==> src/core/cpc_pkg.sv <==
// Constants, field layouts and carrier types for the comparator pair control block
// Operation
// - Edge mode picks any, falling or rising trigger
// - Level field enables request and sets priority
// - Hysteresis code none, small, large passed out
// - Comparator works only while enable is one
// - Plus select picks pins 0-6 or converter
// - Minus select picks pins, converter, bandgap, scaler
// - Invert bit flips output for pin and events
// - Pin drive bit puts output onto pin
// - Scaler equals supply times factor plus one, /64
// - Window operation only while window enable set
// - Window mode: above, inside, below, outside trigger
// - Window level enables window request, sets priority
// - Raw output high when plus exceeds minus
// - Events fire whether or not interrupt enabled
// - Flags set on condition, clear by ack/one
// - Window position coded above, inside, below, outside
package cpc_pkg;

  // ****************************************************************
  // Register word indices (byte address is four times the index)
  // ****************************************************************
  localparam logic [5:0] IDX_CMP0_CTRL = 6'h00;
  localparam logic [5:0] IDX_CMP1_CTRL = 6'h01;
  localparam logic [5:0] IDX_CMP0_MUX = 6'h02;
  localparam logic [5:0] IDX_CMP1_MUX = 6'h03;
  localparam logic [5:0] IDX_INV_ROUTE = 6'h04;
  localparam logic [5:0] IDX_SCALE = 6'h05;
  localparam logic [5:0] IDX_WINDOW = 6'h06;
  localparam logic [5:0] IDX_STATUS = 6'h07;
  localparam logic [5:0] IDX_IRQ_STATUS = 6'h0a;
  localparam logic [5:0] IDX_IRQ_MASK = 6'h0b;

  // ****************************************************************
  // Writable bit masks and reset values
  // ****************************************************************
  localparam logic [7:0] MASK_CTRL = 8'hf7;
  localparam logic [7:0] MASK_MUX = 8'h3f;
  localparam logic [7:0] MASK_INV_ROUTE = 8'h0f;
  localparam logic [7:0] MASK_SCALE = 8'h3f;
  localparam logic [7:0] MASK_WINDOW = 8'h1f;
  localparam logic [2:0] MASK_FLAGS = 3'h7;
  localparam logic [7:0] RESET_BYTE = 8'h00;
  localparam logic [1:0] AXI_OKAY = 2'h0;
  localparam logic [1:0] AXI_SLVERR = 2'h2;

  // ****************************************************************
  // Field positions and codes
  // ****************************************************************
  localparam int INV_BIT_BASE = 2;
  localparam int DRIVE_BIT_BASE = 0;
  localparam int FLAG_WINDOW = 2;
  localparam int SCALE_DIVISOR = 64;
  localparam logic [1:0] EDGE_ANY = 2'h0;
  localparam logic [1:0] EDGE_FALL = 2'h2;
  localparam logic [1:0] EDGE_RISE = 2'h3;
  localparam logic [1:0] HYST_RESERVED = 2'h3;
  localparam logic [1:0] HYST_NONE = 2'h0;
  localparam logic [1:0] WIN_ABOVE = 2'h0;
  localparam logic [1:0] WIN_INSIDE = 2'h1;
  localparam logic [1:0] WIN_BELOW = 2'h2;
  localparam logic [1:0] WIN_OUTSIDE = 2'h3;
  localparam logic [1:0] LEVEL_OFF = 2'h0;

  // ****************************************************************
  // Carrier types
  // ****************************************************************
  typedef struct packed {
    logic [1:0] edge_trigger_select;
    logic [1:0] compare_irq_level;
    logic reserved;
    logic [1:0] hysteresis_select;
    logic enable;
  } cpc_cmp_ctrl_type;

  typedef struct packed {
    logic [1:0] reserved;
    logic [2:0] plus_input_select;
    logic [2:0] minus_input_select;
  } cpc_mux_type;

  typedef struct packed {
    logic [2:0] reserved;
    logic window_enable;
    logic [1:0] window_trigger_select;
    logic [1:0] window_irq_level;
  } cpc_win_type;

  typedef struct packed {
    logic enable;
    logic [1:0] hysteresis_select;
    logic [2:0] plus_input_select;
    logic [2:0] minus_input_select;
  } cpc_afe_cfg_type;

endpackage : cpc_pkg

==> src/core/cpc_comparator_pair.sv <==
// Comparator pair control: AXI4-Lite registers, edge and window events, flags
`timescale 1ns/10ps
module cpc_comparator_pair (
  // Clock and reset
  input wire logic core_clk_i,
  input wire logic rst_i,
  // AXI4-Lite slave
  input wire logic [7:0] s_axi_awaddr_i,
  input wire logic s_axi_awvalid_i,
  output logic s_axi_awready_o,
  input wire logic [31:0] s_axi_wdata_i,
  input wire logic [3:0] s_axi_wstrb_i,
  input wire logic s_axi_wvalid_i,
  output logic s_axi_wready_o,
  output logic [1:0] s_axi_bresp_o,
  output logic s_axi_bvalid_o,
  input wire logic s_axi_bready_i,
  input wire logic [7:0] s_axi_araddr_i,
  input wire logic s_axi_arvalid_i,
  output logic s_axi_arready_o,
  output logic [31:0] s_axi_rdata_o,
  output logic [1:0] s_axi_rresp_o,
  output logic s_axi_rvalid_o,
  input wire logic s_axi_rready_i,
  // Analog front end
  input wire logic [1:0] comp_raw_i,
  output cpc_pkg::cpc_afe_cfg_type [1:0] afe_cfg_o,
  output logic [6:0] supply_scale_num_o,
  // Port pins
  output logic [1:0] cmp_pin_o,
  output logic [1:0] cmp_pin_oe_n_o,
  // Events
  output logic [1:0] cmp_event_o,
  output logic window_event_o,
  // Interrupt vectors and summary interrupt
  input wire logic [2:0] vec_ack_i,
  output logic [2:0] irq_req_o,
  output logic [2:0][1:0] irq_level_o,
  output logic irq_o
);
  import cpc_pkg::*;

  // ****************************************************************
  // Declarations
  // ****************************************************************
  cpc_cmp_ctrl_type ctrl_reg [2];
  cpc_mux_type mux_reg [2];
  logic [7:0] inv_route_reg;
  logic [5:0] scale_reg;
  cpc_win_type win_reg;
  logic [2:0] flag_reg;
  logic [2:0] irq_stat_reg;
  logic [2:0] irq_mask_reg;
  logic [1:0] sync1_reg;
  logic [1:0] sync2_reg;
  logic [1:0] out_prev_reg;
  logic [1:0] en_d_reg;
  logic [1:0] cmp_out;
  logic [1:0] cmp_trig;
  logic [1:0] cmp_pin_reg;
  logic [1:0] cmp_event_reg;
  logic win_on;
  logic win_on_d_reg;
  logic win_match;
  logic win_match_prev_reg;
  logic win_trig;
  logic window_event_reg;
  logic [1:0] win_pos;
  logic [2:0] trig_all;
  logic aw_full_reg;
  logic w_full_reg;
  logic [5:0] aw_idx_reg;
  logic [7:0] w_byte_reg;
  logic w_lane0_reg;
  logic bvalid_reg;
  logic [1:0] bresp_reg;
  logic rvalid_reg;
  logic [1:0] rresp_reg;
  logic [7:0] rdata_reg;
  logic do_write;
  logic wr_hit;
  logic wr_en;
  logic rd_take;
  logic [5:0] rd_idx;
  logic rd_hit;
  logic [7:0] rd_byte;
  logic [7:0] status_byte;
  logic [2:0] w1c_clear;
  logic irq_stat_rd_clear;

  // ****************************************************************
  // Input synchroniser
  // ****************************************************************
  // The front end already drives one when plus exceeds minus
  always_ff @(posedge core_clk_i or posedge rst_i) begin
    if (rst_i) begin
      sync1_reg <= 2'h0;
      sync2_reg <= 2'h0;
    end else begin
      sync1_reg <= comp_raw_i;
      sync2_reg <= sync1_reg;
    end
  end

  // ****************************************************************
  // Per-comparator output, edge detection and pin drive
  // ****************************************************************
  for (genvar k = 0; k < 2; k++) begin : g_cmp
    logic rise;
    logic fall;
    // Disabled comparator reads as low so it can never make edges
    assign cmp_out[k] = ctrl_reg[k].enable & (sync2_reg[k] ^ inv_route_reg[INV_BIT_BASE + k]);
    assign rise = cmp_out[k] & ~out_prev_reg[k];
    assign fall = ~cmp_out[k] & out_prev_reg[k];
    // First cycle after enable is skipped so the enable itself is no edge
    always_comb begin
      cmp_trig[k] = 1'b0;
      if (ctrl_reg[k].enable && en_d_reg[k]) begin
        case (ctrl_reg[k].edge_trigger_select)
          EDGE_ANY: cmp_trig[k] = rise | fall;
          EDGE_FALL: cmp_trig[k] = fall;
          EDGE_RISE: cmp_trig[k] = rise;
          default: cmp_trig[k] = 1'b0;
        endcase
      end
    end
    assign afe_cfg_o[k].enable = ctrl_reg[k].enable;
    assign afe_cfg_o[k].hysteresis_select = (ctrl_reg[k].hysteresis_select == HYST_RESERVED) ?
        HYST_NONE : ctrl_reg[k].hysteresis_select;
    assign afe_cfg_o[k].plus_input_select = mux_reg[k].plus_input_select;
    assign afe_cfg_o[k].minus_input_select = mux_reg[k].minus_input_select;
    assign cmp_pin_oe_n_o[k] = ~(inv_route_reg[DRIVE_BIT_BASE + k] & ctrl_reg[k].enable);
    assign irq_level_o[k] = ctrl_reg[k].compare_irq_level;

    a_rise_mode_event: assert property (@(posedge core_clk_i) disable iff (rst_i)
      (ctrl_reg[k].enable && en_d_reg[k] && ctrl_reg[k].edge_trigger_select == EDGE_RISE
       && cmp_out[k] && !out_prev_reg[k]) |=> cmp_event_o[k])
      else $error("rising edge in rise mode gave no event");
    a_fall_mode_quiet: assert property (@(posedge core_clk_i) disable iff (rst_i)
      (ctrl_reg[k].edge_trigger_select == EDGE_FALL && $rose(cmp_out[k])) |=> !cmp_event_o[k])
      else $error("rising edge in fall mode gave an event");
    a_hyst_pass_out: assert property (@(posedge core_clk_i) disable iff (rst_i)
      (ctrl_reg[k].hysteresis_select != HYST_RESERVED) |->
      afe_cfg_o[k].hysteresis_select == ctrl_reg[k].hysteresis_select)
      else $error("hysteresis select not passed out");
    a_disabled_no_event: assert property (@(posedge core_clk_i) disable iff (rst_i)
      (!ctrl_reg[k].enable [*2]) |=> (!cmp_event_o[k] && !flag_reg[k]) or $past(flag_reg[k]))
      else $error("disabled comparator made an event");
    a_mux_sel_pass: assert property (@(posedge core_clk_i) disable iff (rst_i)
      afe_cfg_o[k].plus_input_select == mux_reg[k].plus_input_select
      && afe_cfg_o[k].minus_input_select == mux_reg[k].minus_input_select)
      else $error("input select not passed out");
    a_pin_follows_out: assert property (@(posedge core_clk_i) disable iff (rst_i)
      (ctrl_reg[k].enable && inv_route_reg[INV_BIT_BASE + k]) |=>
      cmp_pin_o[k] == !$past(sync2_reg[k]))
      else $error("inverted output not on pin");
    a_event_no_irq: assert property (@(posedge core_clk_i) disable iff (rst_i)
      (cmp_trig[k] && !wr_en && ctrl_reg[k].compare_irq_level == LEVEL_OFF) |=>
      cmp_event_o[k] && !irq_req_o[k])
      else $error("event missing with interrupt off");
  end

  always_ff @(posedge core_clk_i or posedge rst_i) begin
    if (rst_i) begin
      out_prev_reg <= 2'h0;
      en_d_reg <= 2'h0;
      cmp_pin_reg <= 2'h0;
      cmp_event_reg <= 2'h0;
    end else begin
      out_prev_reg <= cmp_out;
      en_d_reg <= {ctrl_reg[1].enable, ctrl_reg[0].enable};
      cmp_pin_reg <= cmp_out;
      cmp_event_reg <= cmp_trig;
    end
  end

  assign cmp_pin_o = cmp_pin_reg;
  assign cmp_event_o = cmp_event_reg;
  assign supply_scale_num_o = {1'b0, scale_reg} + 7'h01;

  a_scale_num_out: assert property (@(posedge core_clk_i) disable iff (rst_i)
    32'(supply_scale_num_o) == 32'(scale_reg) + 1 && 32'(supply_scale_num_o) <= SCALE_DIVISOR)
    else $error("scaler numerator wrong");

  // ****************************************************************
  // Window mode
  // ****************************************************************
  // Comparator a watches the upper bound, comparator b the lower bound;
  // uses the uninverted synchronised outputs so invert only affects pins, edge events and status output bits
  assign win_on = win_reg.window_enable & ctrl_reg[0].enable & ctrl_reg[1].enable;
  always_comb begin
    win_pos = WIN_OUTSIDE;
    if (!win_on) begin
      win_pos = WIN_ABOVE;
    end else if (sync2_reg[0] && sync2_reg[1]) begin
      win_pos = WIN_ABOVE;
    end else if (!sync2_reg[0] && sync2_reg[1]) begin
      win_pos = WIN_INSIDE;
    end else if (!sync2_reg[0] && !sync2_reg[1]) begin
      win_pos = WIN_BELOW;
    end
  end

  always_comb begin
    case (win_reg.window_trigger_select)
      WIN_ABOVE: win_match = (win_pos == WIN_ABOVE);
      WIN_INSIDE: win_match = (win_pos == WIN_INSIDE);
      WIN_BELOW: win_match = (win_pos == WIN_BELOW);
      default: win_match = (win_pos != WIN_INSIDE);
    endcase
  end
  // Fires on entry into the chosen condition, not on every cycle in it
  assign win_trig = win_on & win_on_d_reg & win_match & ~win_match_prev_reg;

  always_ff @(posedge core_clk_i or posedge rst_i) begin
    if (rst_i) begin
      win_on_d_reg <= 1'b0;
      win_match_prev_reg <= 1'b0;
      window_event_reg <= 1'b0;
    end else begin
      win_on_d_reg <= win_on;
      win_match_prev_reg <= win_match;
      window_event_reg <= win_trig;
    end
  end
  assign window_event_o = window_event_reg;
  assign irq_level_o[FLAG_WINDOW] = win_reg.window_irq_level;

  a_window_off_quiet: assert property (@(posedge core_clk_i) disable iff (rst_i)
    (!win_on) |-> (status_byte[7:6] == WIN_ABOVE) ##1 !window_event_o)
    else $error("window active while disabled");
  a_window_below_code: assert property (@(posedge core_clk_i) disable iff (rst_i)
    (win_on && sync2_reg == 2'b00) |-> status_byte[7:6] == WIN_BELOW)
    else $error("window below code wrong");
  a_window_inside_trig: assert property (@(posedge core_clk_i) disable iff (rst_i)
    (win_on && $past(win_on) && $stable(win_reg) && win_reg.window_trigger_select == WIN_INSIDE
     && win_pos == WIN_INSIDE && $past(win_pos) != WIN_INSIDE) |=> window_event_o && flag_reg[2])
    else $error("entry into window gave no event");

  // ****************************************************************
  // Interrupt flags, sticky status and mask
  // ****************************************************************
  assign trig_all = {win_trig, cmp_trig};
  always_ff @(posedge core_clk_i or posedge rst_i) begin
    if (rst_i) begin
      flag_reg <= 3'h0;
    end else begin
      // A set arriving with a clear wins
      flag_reg <= (flag_reg & ~(w1c_clear | vec_ack_i)) | trig_all;
    end
  end
  always_ff @(posedge core_clk_i or posedge rst_i) begin
    if (rst_i) begin
      irq_stat_reg <= 3'h0;
    end else begin
      irq_stat_reg <= (irq_stat_reg & ~{3{irq_stat_rd_clear}}) | trig_all;
    end
  end
  assign irq_req_o[0] = flag_reg[0] & (ctrl_reg[0].compare_irq_level != LEVEL_OFF);
  assign irq_req_o[1] = flag_reg[1] & (ctrl_reg[1].compare_irq_level != LEVEL_OFF);
  assign irq_req_o[FLAG_WINDOW] = flag_reg[FLAG_WINDOW]
      & (win_reg.window_irq_level != LEVEL_OFF);
  assign irq_o = |(irq_stat_reg & irq_mask_reg);

  a_flag_set_wins: assert property (@(posedge core_clk_i) disable iff (rst_i)
    (trig_all[0] && vec_ack_i[0]) |=> flag_reg[0] && irq_stat_reg[0])
    else $error("flag lost when set and clear met");
  a_flag_ack_clear: assert property (@(posedge core_clk_i) disable iff (rst_i)
    (vec_ack_i[1] && !trig_all[1]) |=> !flag_reg[1])
    else $error("vector ack did not clear flag");
  a_irq_level_gate: assert property (@(posedge core_clk_i) disable iff (rst_i)
    (ctrl_reg[0].compare_irq_level == LEVEL_OFF) |-> !irq_req_o[0])
    else $error("request with level off");
  a_win_irq_gate: assert property (@(posedge core_clk_i) disable iff (rst_i)
    (win_trig && win_reg.window_irq_level != LEVEL_OFF && !vec_ack_i[2]) |=> irq_req_o[2] [*1])
    else $error("window request missing");

  // ****************************************************************
  // AXI4-Lite write channel
  // ****************************************************************
  assign s_axi_awready_o = ~aw_full_reg & ~bvalid_reg;
  assign s_axi_wready_o = ~w_full_reg & ~bvalid_reg;
  assign do_write = aw_full_reg & w_full_reg & ~bvalid_reg;
  assign wr_hit = (aw_idx_reg <= IDX_STATUS) || (aw_idx_reg == IDX_IRQ_STATUS)
      || (aw_idx_reg == IDX_IRQ_MASK);
  assign wr_en = do_write & wr_hit & w_lane0_reg;
  assign w1c_clear = (wr_en && aw_idx_reg == IDX_STATUS) ? (w_byte_reg[2:0] & MASK_FLAGS) : 3'h0;

  always_ff @(posedge core_clk_i or posedge rst_i) begin
    if (rst_i) begin
      aw_full_reg <= 1'b0;
      w_full_reg <= 1'b0;
      aw_idx_reg <= 6'h00;
      w_byte_reg <= RESET_BYTE;
      w_lane0_reg <= 1'b0;
      bvalid_reg <= 1'b0;
      bresp_reg <= AXI_OKAY;
    end else begin
      if (s_axi_awvalid_i && s_axi_awready_o) begin
        aw_full_reg <= 1'b1;
        aw_idx_reg <= s_axi_awaddr_i[7:2];
      end
      if (s_axi_wvalid_i && s_axi_wready_o) begin
        w_full_reg <= 1'b1;
        w_byte_reg <= s_axi_wdata_i[7:0];
        w_lane0_reg <= s_axi_wstrb_i[0];
      end
      if (do_write) begin
        aw_full_reg <= 1'b0;
        w_full_reg <= 1'b0;
        bvalid_reg <= 1'b1;
        bresp_reg <= wr_hit ? AXI_OKAY : AXI_SLVERR;
      end else if (bvalid_reg && s_axi_bready_i) begin
        bvalid_reg <= 1'b0;
      end
    end
  end
  assign s_axi_bvalid_o = bvalid_reg;
  assign s_axi_bresp_o = bresp_reg;

  // Reserved positions are masked off, so they always read back as zero
  always_ff @(posedge core_clk_i or posedge rst_i) begin
    if (rst_i) begin
      ctrl_reg[0] <= cpc_cmp_ctrl_type'(RESET_BYTE);
      ctrl_reg[1] <= cpc_cmp_ctrl_type'(RESET_BYTE);
      mux_reg[0] <= cpc_mux_type'(RESET_BYTE);
      mux_reg[1] <= cpc_mux_type'(RESET_BYTE);
      inv_route_reg <= RESET_BYTE;
      scale_reg <= RESET_BYTE[5:0];
      win_reg <= cpc_win_type'(RESET_BYTE);
      irq_mask_reg <= RESET_BYTE[2:0];
    end else if (wr_en) begin
      if (aw_idx_reg == IDX_CMP0_CTRL) begin
        ctrl_reg[0] <= cpc_cmp_ctrl_type'(w_byte_reg & MASK_CTRL);
      end else if (aw_idx_reg == IDX_CMP1_CTRL) begin
        ctrl_reg[1] <= cpc_cmp_ctrl_type'(w_byte_reg & MASK_CTRL);
      end else if (aw_idx_reg == IDX_CMP0_MUX) begin
        mux_reg[0] <= cpc_mux_type'(w_byte_reg & MASK_MUX);
      end else if (aw_idx_reg == IDX_CMP1_MUX) begin
        mux_reg[1] <= cpc_mux_type'(w_byte_reg & MASK_MUX);
      end else if (aw_idx_reg == IDX_INV_ROUTE) begin
        inv_route_reg <= w_byte_reg & MASK_INV_ROUTE;
      end else if (aw_idx_reg == IDX_SCALE) begin
        scale_reg <= w_byte_reg[5:0] & MASK_SCALE[5:0];
      end else if (aw_idx_reg == IDX_WINDOW) begin
        win_reg <= cpc_win_type'(w_byte_reg & MASK_WINDOW);
      end else if (aw_idx_reg == IDX_IRQ_MASK) begin
        irq_mask_reg <= w_byte_reg[2:0] & MASK_FLAGS;
      end
    end
  end

  // ****************************************************************
  // AXI4-Lite read channel
  // ****************************************************************
  assign s_axi_arready_o = ~rvalid_reg;
  assign rd_take = s_axi_arvalid_i & ~rvalid_reg;
  assign rd_idx = s_axi_araddr_i[7:2];
  assign status_byte = {win_pos, cmp_out[1], cmp_out[0], 1'b0, flag_reg};
  assign irq_stat_rd_clear = rd_take & (rd_idx == IDX_IRQ_STATUS);

  always_comb begin
    rd_byte = RESET_BYTE;
    rd_hit = 1'b1;
    if (rd_idx == IDX_CMP0_CTRL) begin
      rd_byte = ctrl_reg[0];
    end else if (rd_idx == IDX_CMP1_CTRL) begin
      rd_byte = ctrl_reg[1];
    end else if (rd_idx == IDX_CMP0_MUX) begin
      rd_byte = mux_reg[0];
    end else if (rd_idx == IDX_CMP1_MUX) begin
      rd_byte = mux_reg[1];
    end else if (rd_idx == IDX_INV_ROUTE) begin
      rd_byte = inv_route_reg;
    end else if (rd_idx == IDX_SCALE) begin
      rd_byte = {2'h0, scale_reg};
    end else if (rd_idx == IDX_WINDOW) begin
      rd_byte = win_reg;
    end else if (rd_idx == IDX_STATUS) begin
      rd_byte = status_byte;
    end else if (rd_idx == IDX_IRQ_STATUS) begin
      rd_byte = {5'h00, irq_stat_reg};
    end else if (rd_idx == IDX_IRQ_MASK) begin
      rd_byte = {5'h00, irq_mask_reg};
    end else begin
      rd_hit = 1'b0;
    end
  end

  always_ff @(posedge core_clk_i or posedge rst_i) begin
    if (rst_i) begin
      rvalid_reg <= 1'b0;
      rdata_reg <= RESET_BYTE;
      rresp_reg <= AXI_OKAY;
    end else if (rd_take) begin
      rvalid_reg <= 1'b1;
      rdata_reg <= rd_byte;
      rresp_reg <= rd_hit ? AXI_OKAY : AXI_SLVERR;
    end else if (rvalid_reg && s_axi_rready_i) begin
      rvalid_reg <= 1'b0;
    end
  end
  assign s_axi_rvalid_o = rvalid_reg;
  assign s_axi_rdata_o = {24'h000000, rdata_reg};
  assign s_axi_rresp_o = rresp_reg;

endmodule : cpc_comparator_pair

==> config.mk <==
export PLATFORM = sky130hd
export DESIGN_NAME = cpc_comparator_pair
export DESIGN_NICKNAME = d
export VERILOG_FILES = /design/src/core/cpc_pkg.sv /design/src/core/cpc_comparator_pair.sv
export SDC_FILE = /design/constraint.sdc
export NUM_CORES = 1
export LEC_CHECK = 0
export BUFFER_PORTS_ARGS = -buffer_cell sky130_fd_sc_hd__buf_2
export CAP_MARGIN = 20
export CORE_MARGIN = 1.5
export CORE_UTILIZATION = 45
export CTS_BUF_LIST = sky130_fd_sc_hd__clkbuf_8
export CTS_CLUSTER_DIAMETER = 60
export DETAILED_ROUTE_END_ITERATION = 7
export PLACE_DENSITY = 0.7
export RECOVER_POWER = 50
export SLEW_MARGIN = 25
export SYNTH_ARGS = -nofsm -noshare
export SYNTH_HDL_FRONTEND = slang
export SYNTH_SLANG_ARGS = --single-unit
==> constraint.sdc <==
create_clock -name core_clk_i -period 2.45 [get_ports core_clk_i]
set_input_delay 0.245 -clock core_clk_i [delete_from_list [all_inputs] [get_ports core_clk_i]]
set_output_delay 0.245 -clock core_clk_i [all_outputs]
set_load 0.02 [all_outputs]
=== Yosys cells after proc, flatten, opt, wreduce, memory -nomap -nowiden ===
Cells that the tools add are included.

* Register bits: 94
* Bits of input ports: 64
* Output and inout port bits: 83
* Logic and storage cells: 201

* Add/sub/neg operators: 1
* $lt $le $gt $ge: 1
* Eq/ne operators: 29
* Mux-type cells: 42
* Bitwise gates (word level): 54
* Reductions and logical operators: 36

{| class="wikitable"
|+ Operator list
! cell !! number
|-
| 2-to-1 mux 8 bit || 8
|-
| == test 6 x 3 -> 1 bit (second input constant) || 8
|-
| AND 1 bit || 24
|-
| == test 6 x 2 -> 1 bit (second input constant) || 4
|-
| == test 6 x 4 -> 1 bit (second input constant) || 4
|-
| 2-to-1 mux 1 bit || 21
|-
| inverter 1 bit || 18
|-
| == test 2 bit (second input constant) || 8
|-
| 2-to-1 mux 2 bit || 7
|-
| nonzero test 2 bit || 7
|-
| == test 6 x 1 -> 1 bit (second input constant) || 2
|-
| zero test 6 bit || 2
|-
| logical AND 1 bit || 10
|-
| AND 3 bit || 3
|-
| 2-to-1 mux 3 bit || 3
|-
| OR 3 bit || 3
|-
| one-hot mux 1 bit (3 select lines) || 3
|-
| AND reduction 9 bit || 1
|-
| zero test 2 bit || 4
|-
| AND reduction 8 bit || 1
|-
| adder 6 x 1 -> 7 bit (second input constant) || 1
|-
| AND reduction 7 bit || 1
|-
| <= comparator 6 x 3 -> 1 bit (second input constant) || 1
|-
| inverter 3 bit || 2
|-
| other kinds (12) || 17
|}

=== Logic depth before layout (Yosys ltp) ===
* Depth after elaboration: 14
* Depth in mapped cells: 9

=== Worst setup path before layout ===
OpenSTA, ideal clock, no wires.

* Path kind: flip-flop to flip-flop
* From: register bvalid_reg (netlist: s_axi_bvalid_o)
* To: register ctrl_reg, in the netlist afe_cfg_o[8]
* Data arrival time: 1.778 ns
* Setup slack: 0.548 ns
* Stages on the path, launching flop included: 8
* Path buffers: 2
* Clock period less this slack: 1.902 ns
* Cells stage by stage: dfrtp_1 -> and3b_1 -> buf_2 -> nand3_1 -> nor4_2 -> nor2b_1 -> buf_4 -> mux2_2

* Longest elaborated chain between the ends: 5

{| class="wikitable"
|+ RTL lines
! item !! line !! text
|-
| start: declaration || cpc_comparator_pair.sv:75 || <nowiki>logic bvalid_reg;</nowiki>
|-
| start signal: assignment || cpc_comparator_pair.sv:296 || <nowiki>bvalid_reg <= 1'b0;</nowiki>
|-
| start signal: assignment || cpc_comparator_pair.sv:311 || <nowiki>bvalid_reg <= 1'b1;</nowiki>
|-
| start signal: assignment || cpc_comparator_pair.sv:314 || <nowiki>bvalid_reg <= 1'b0;</nowiki>
|-
| inverter 1 bit || cpc_comparator_pair.sv:283 || <nowiki>assign do_write = aw_full_reg & w_full_reg & ~bvalid_reg;</nowiki>
|-
| AND 1 bit || cpc_comparator_pair.sv:283 ||
|-
| AND 1 bit (2 in a row) || cpc_comparator_pair.sv:286 || <nowiki>assign wr_en = do_write & wr_hit & w_lane0_reg;</nowiki>
|-
| AND reduction 2 bit (no source line) || -- ||
|-
| end: declaration || cpc_comparator_pair.sv:46 || <nowiki>cpc_cmp_ctrl_type ctrl_reg [2];</nowiki>
|}

Every way passes these cells.
A chain may end at the register's enable or synchronous reset.

=== Worst setup path after layout ===
* From: register bvalid_reg (netlist: s_axi_bvalid_o)
* To: register ctrl_reg[10] in the netlist's numbering

Same word-level chain as after synthesis.

==> impl_metrics.tcl <==
set metrics [dict create \
    status "complete, no violations" \
    startpoint_type "register" \
    worstMarginPinSlew_ns 0.793 \
    ys_seq_area_share_pct 48.1 \
    place.gp.congestion 0.885 \
    critPathRequiredTime_ns 2.70 \
    cp_max_fo 7 \
    max-slew-margin-rel_pct 46.9 \
    drive_gt1_share_pct 31.4 \
    track_usage_pct 21.4 \
    grt_pass1_vias 3505 \
    path_buf_inv 1 \
    p_total_mw 5.33 \
    cts_max_level 3 \
    initial_core_util_pct 46.4 \
    r2r-start "s_axi_bvalid_o" \
    cts-root-buf "clkbuf_8" \
    worst_ep_arrival_time_ns 2.33 \
    cp_slowest_cell "dfrtp_1" \
    wl_per_cell_um 17.3 \
    place_area_mm2 0.00525 \
    grt_pass1_wl_um 18700 \
    rsz0062_at_grt "no" \
    die_w_um 106 \
    drtIter0Drc 193 \
    drv_slew 0 \
    io_pins 147 \
    clkSinkCount 92 \
    endpoint_kind "register" \
    setup_viol 0 \
    cap_violations 0 \
    path_class "register to register" \
    ys_ff_latch 92 \
    fin_crit_sh_pct 84.9 \
    n_antenna_cell 0 \
    grt_max_degree 53 \
    skew_ns 0.00810 \
    vias 3620 \
    cts_buffers 9 \
    core_region_area_mm2 0.0103 \
    die_h_um 106 \
    final_util_pct 52.8 \
    cts_tree "done" \
    ys.flop_type "dfrtp_1" \
    dieArea_mm2 0.0113 \
    powerDensity_mw_per_mm2 977 \
    peakVddDrop_mv 0.655 \
    fmax_mhz 481 \
    holdCritStartpoint "s_axi_bready_i" \
    fin_crit_ns 2.08 \
    min_path_type "primary input to register" \
    fin_setup_tns_ns 0 \
    drc_errors 0 \
    finalInstanceArea_mm2 0.00545 \
    clk_latency_ns 0.35 \
    crit_family "simple AND/OR/NAND/NOR gates" \
    path_cells "and3b_1 -> nand3_1 -> nor4_2 -> nor2b_1 -> buf_4 -> mux2_2" \
    hpwl_um 8870 \
    yosysWarnings 0 \
    crit_start "s_axi_bvalid_o" \
    cts.repair.resized 0 \
    synth_edf_count 0 \
    postSynthCellCount 448 \
    routed_via_density 5.37 \
    grt_overflow 0 \
    syn_to_final_growth_pct 13.8 \
    fin_nets 607 \
    hold_violations 0 \
    fillers 998 \
    drtPass1Iterations 4 \
    drtAntennaViolNets 0 \
    clkSlewWorstSetupHoldPaths_ns 0.09 \
    fin_ws_ns 0.370 \
    std_cell_rows 37 \
    largest_reg_flops 14 \
    critical_path.max_stage_delay_ns 0.44 \
    antenna_found_initial 0 \
    cts_buffer_depth 2 \
    totalWireLength_um 11600 \
    portBuffers 89 \
    dp_slack_ns 0.398 \
    p_leak_nw 2.69 \
    netlist_area_mm2 0.00479 \
    synth.distinct_cells 56 \
    ys_async_sr_fraction_pct 100 \
    seq_area_mm2 0.00230 \
    avgSynthCellArea_um2 10.7 \
    multi_input_area_mm2 0.00216 \
]
[cells in the mapped netlist, types with 4 or more instances]
cell / number / area [um2]
nor2_1: 27 / 101
mux2_2: 61 / 687
dfrtp_1: 92 / 2300
nand4_1: 6 / 37.5
buf_4: 35 / 263
nand2b_1: 5 / 31.3
nand2_1: 37 / 139
buf_2: 5 / 25.0
nor3_1: 9 / 45.0
inv_1: 22 / 82.6
nor2b_1: 9 / 56.3
a221oi_1: 4 / 35.0
clkbuf_1: 9 / 33.8
a21oi_1: 18 / 90.1
xor2_1: 4 / 35.0
o21ai_0: 17 / 85.1
mux2i_1: 6 / 60.1
ha_1: 10 / 125
nand3_1: 11 / 55.1
[cells by family after synthesis]
kind of cell	after synthesis	share of synthesized area, %
compound gates	71	9.82
xor+xnor	6	1.10
fa+ha+maj	10	2.61
buf+inv	74	8.67
flops	92	48.1
mux	67	15.6
other cells	1	0.0783
simple gates	127	14.1
[final timing paths]
| check | end | slack (ns) | cells after the start |
|---|---|---|---|
| worst max-delay path | ctrl_reg[10] | 0.37 | 6 |
| worst min-delay path | s_axi_bvalid_o | 0.05 | 2 |
| worst max register to register | ctrl_reg[10] | 0.37 | 6 |
| worst min register to register | sync2_reg[1] | 0.36 | 0 |
| max in group asynchronous | irq_level_o[4] | 0.92 | 4 |
| min in group asynchronous | scale_reg[3] | 0.51 | 3 |
[through the flow]
step                      instances  hold slack, ns
after floorplan                 473           0.276
after global placement          655           0.261
after detailed placement        655           0.264
after CTS                       674          0.0387
after global routing            674          0.0568
final                           674          0.0517
[layout make-up]
type	instances	area share, %
Timing Repair Buffer	101	9.60
Multi-Input combinational cell	307	39.7
Tap cell	136	3.12
Clock buffer	10	2.53
Sequential cell	92	42.3
Clock inverter	6	1.31
Inverter	22	1.54
[metal layers]
metal / global-route usage [%] / up-vias / routed length, um
li1: - / 1689 / -
met1: 29.6 / 1771 / 5260
met2: 34.7 / 148 / 5440
met3: 4.17 / 12 / 788
met4: 5.41 / 0 / 147
met5: 0 / - / 0
[cells in the final DEF, fill, tap and decap left out, drive strengths merged, types with 9 or more instances in the layout]
| cell | netlist | final |
|---|---|---|
| a21oi | 18 | 18 |
| dfrtp | 92 | 92 |
| inv | 22 | 22 |
| nor3 | 10 | 10 |
| nand2 | 37 | 37 |
| ha | 10 | 10 |
| conb | 1 | 26 |
| clkbuf | 9 | 29 |
| buf | 43 | 79 |
| nand3 | 12 | 12 |
| o21ai | 17 | 17 |
| nor2b | 9 | 9 |
| nor2 | 27 | 27 |
| mux2 | 61 | 61 |
[timing repair]
item	in CTS	in global routing
buffers inserted	0	0
endpoints found under the hold margin	17	0
hold buffers	3	0
[power breakdown]
part,leakage (nW),internal (mW),switching [mW]
clock,0.0991,0.506,0.540
combinational,1.39,0.736,0.933
sequential,1.20,1.99,0.625
Note: power is estimated with default switching activity, not from simulation.
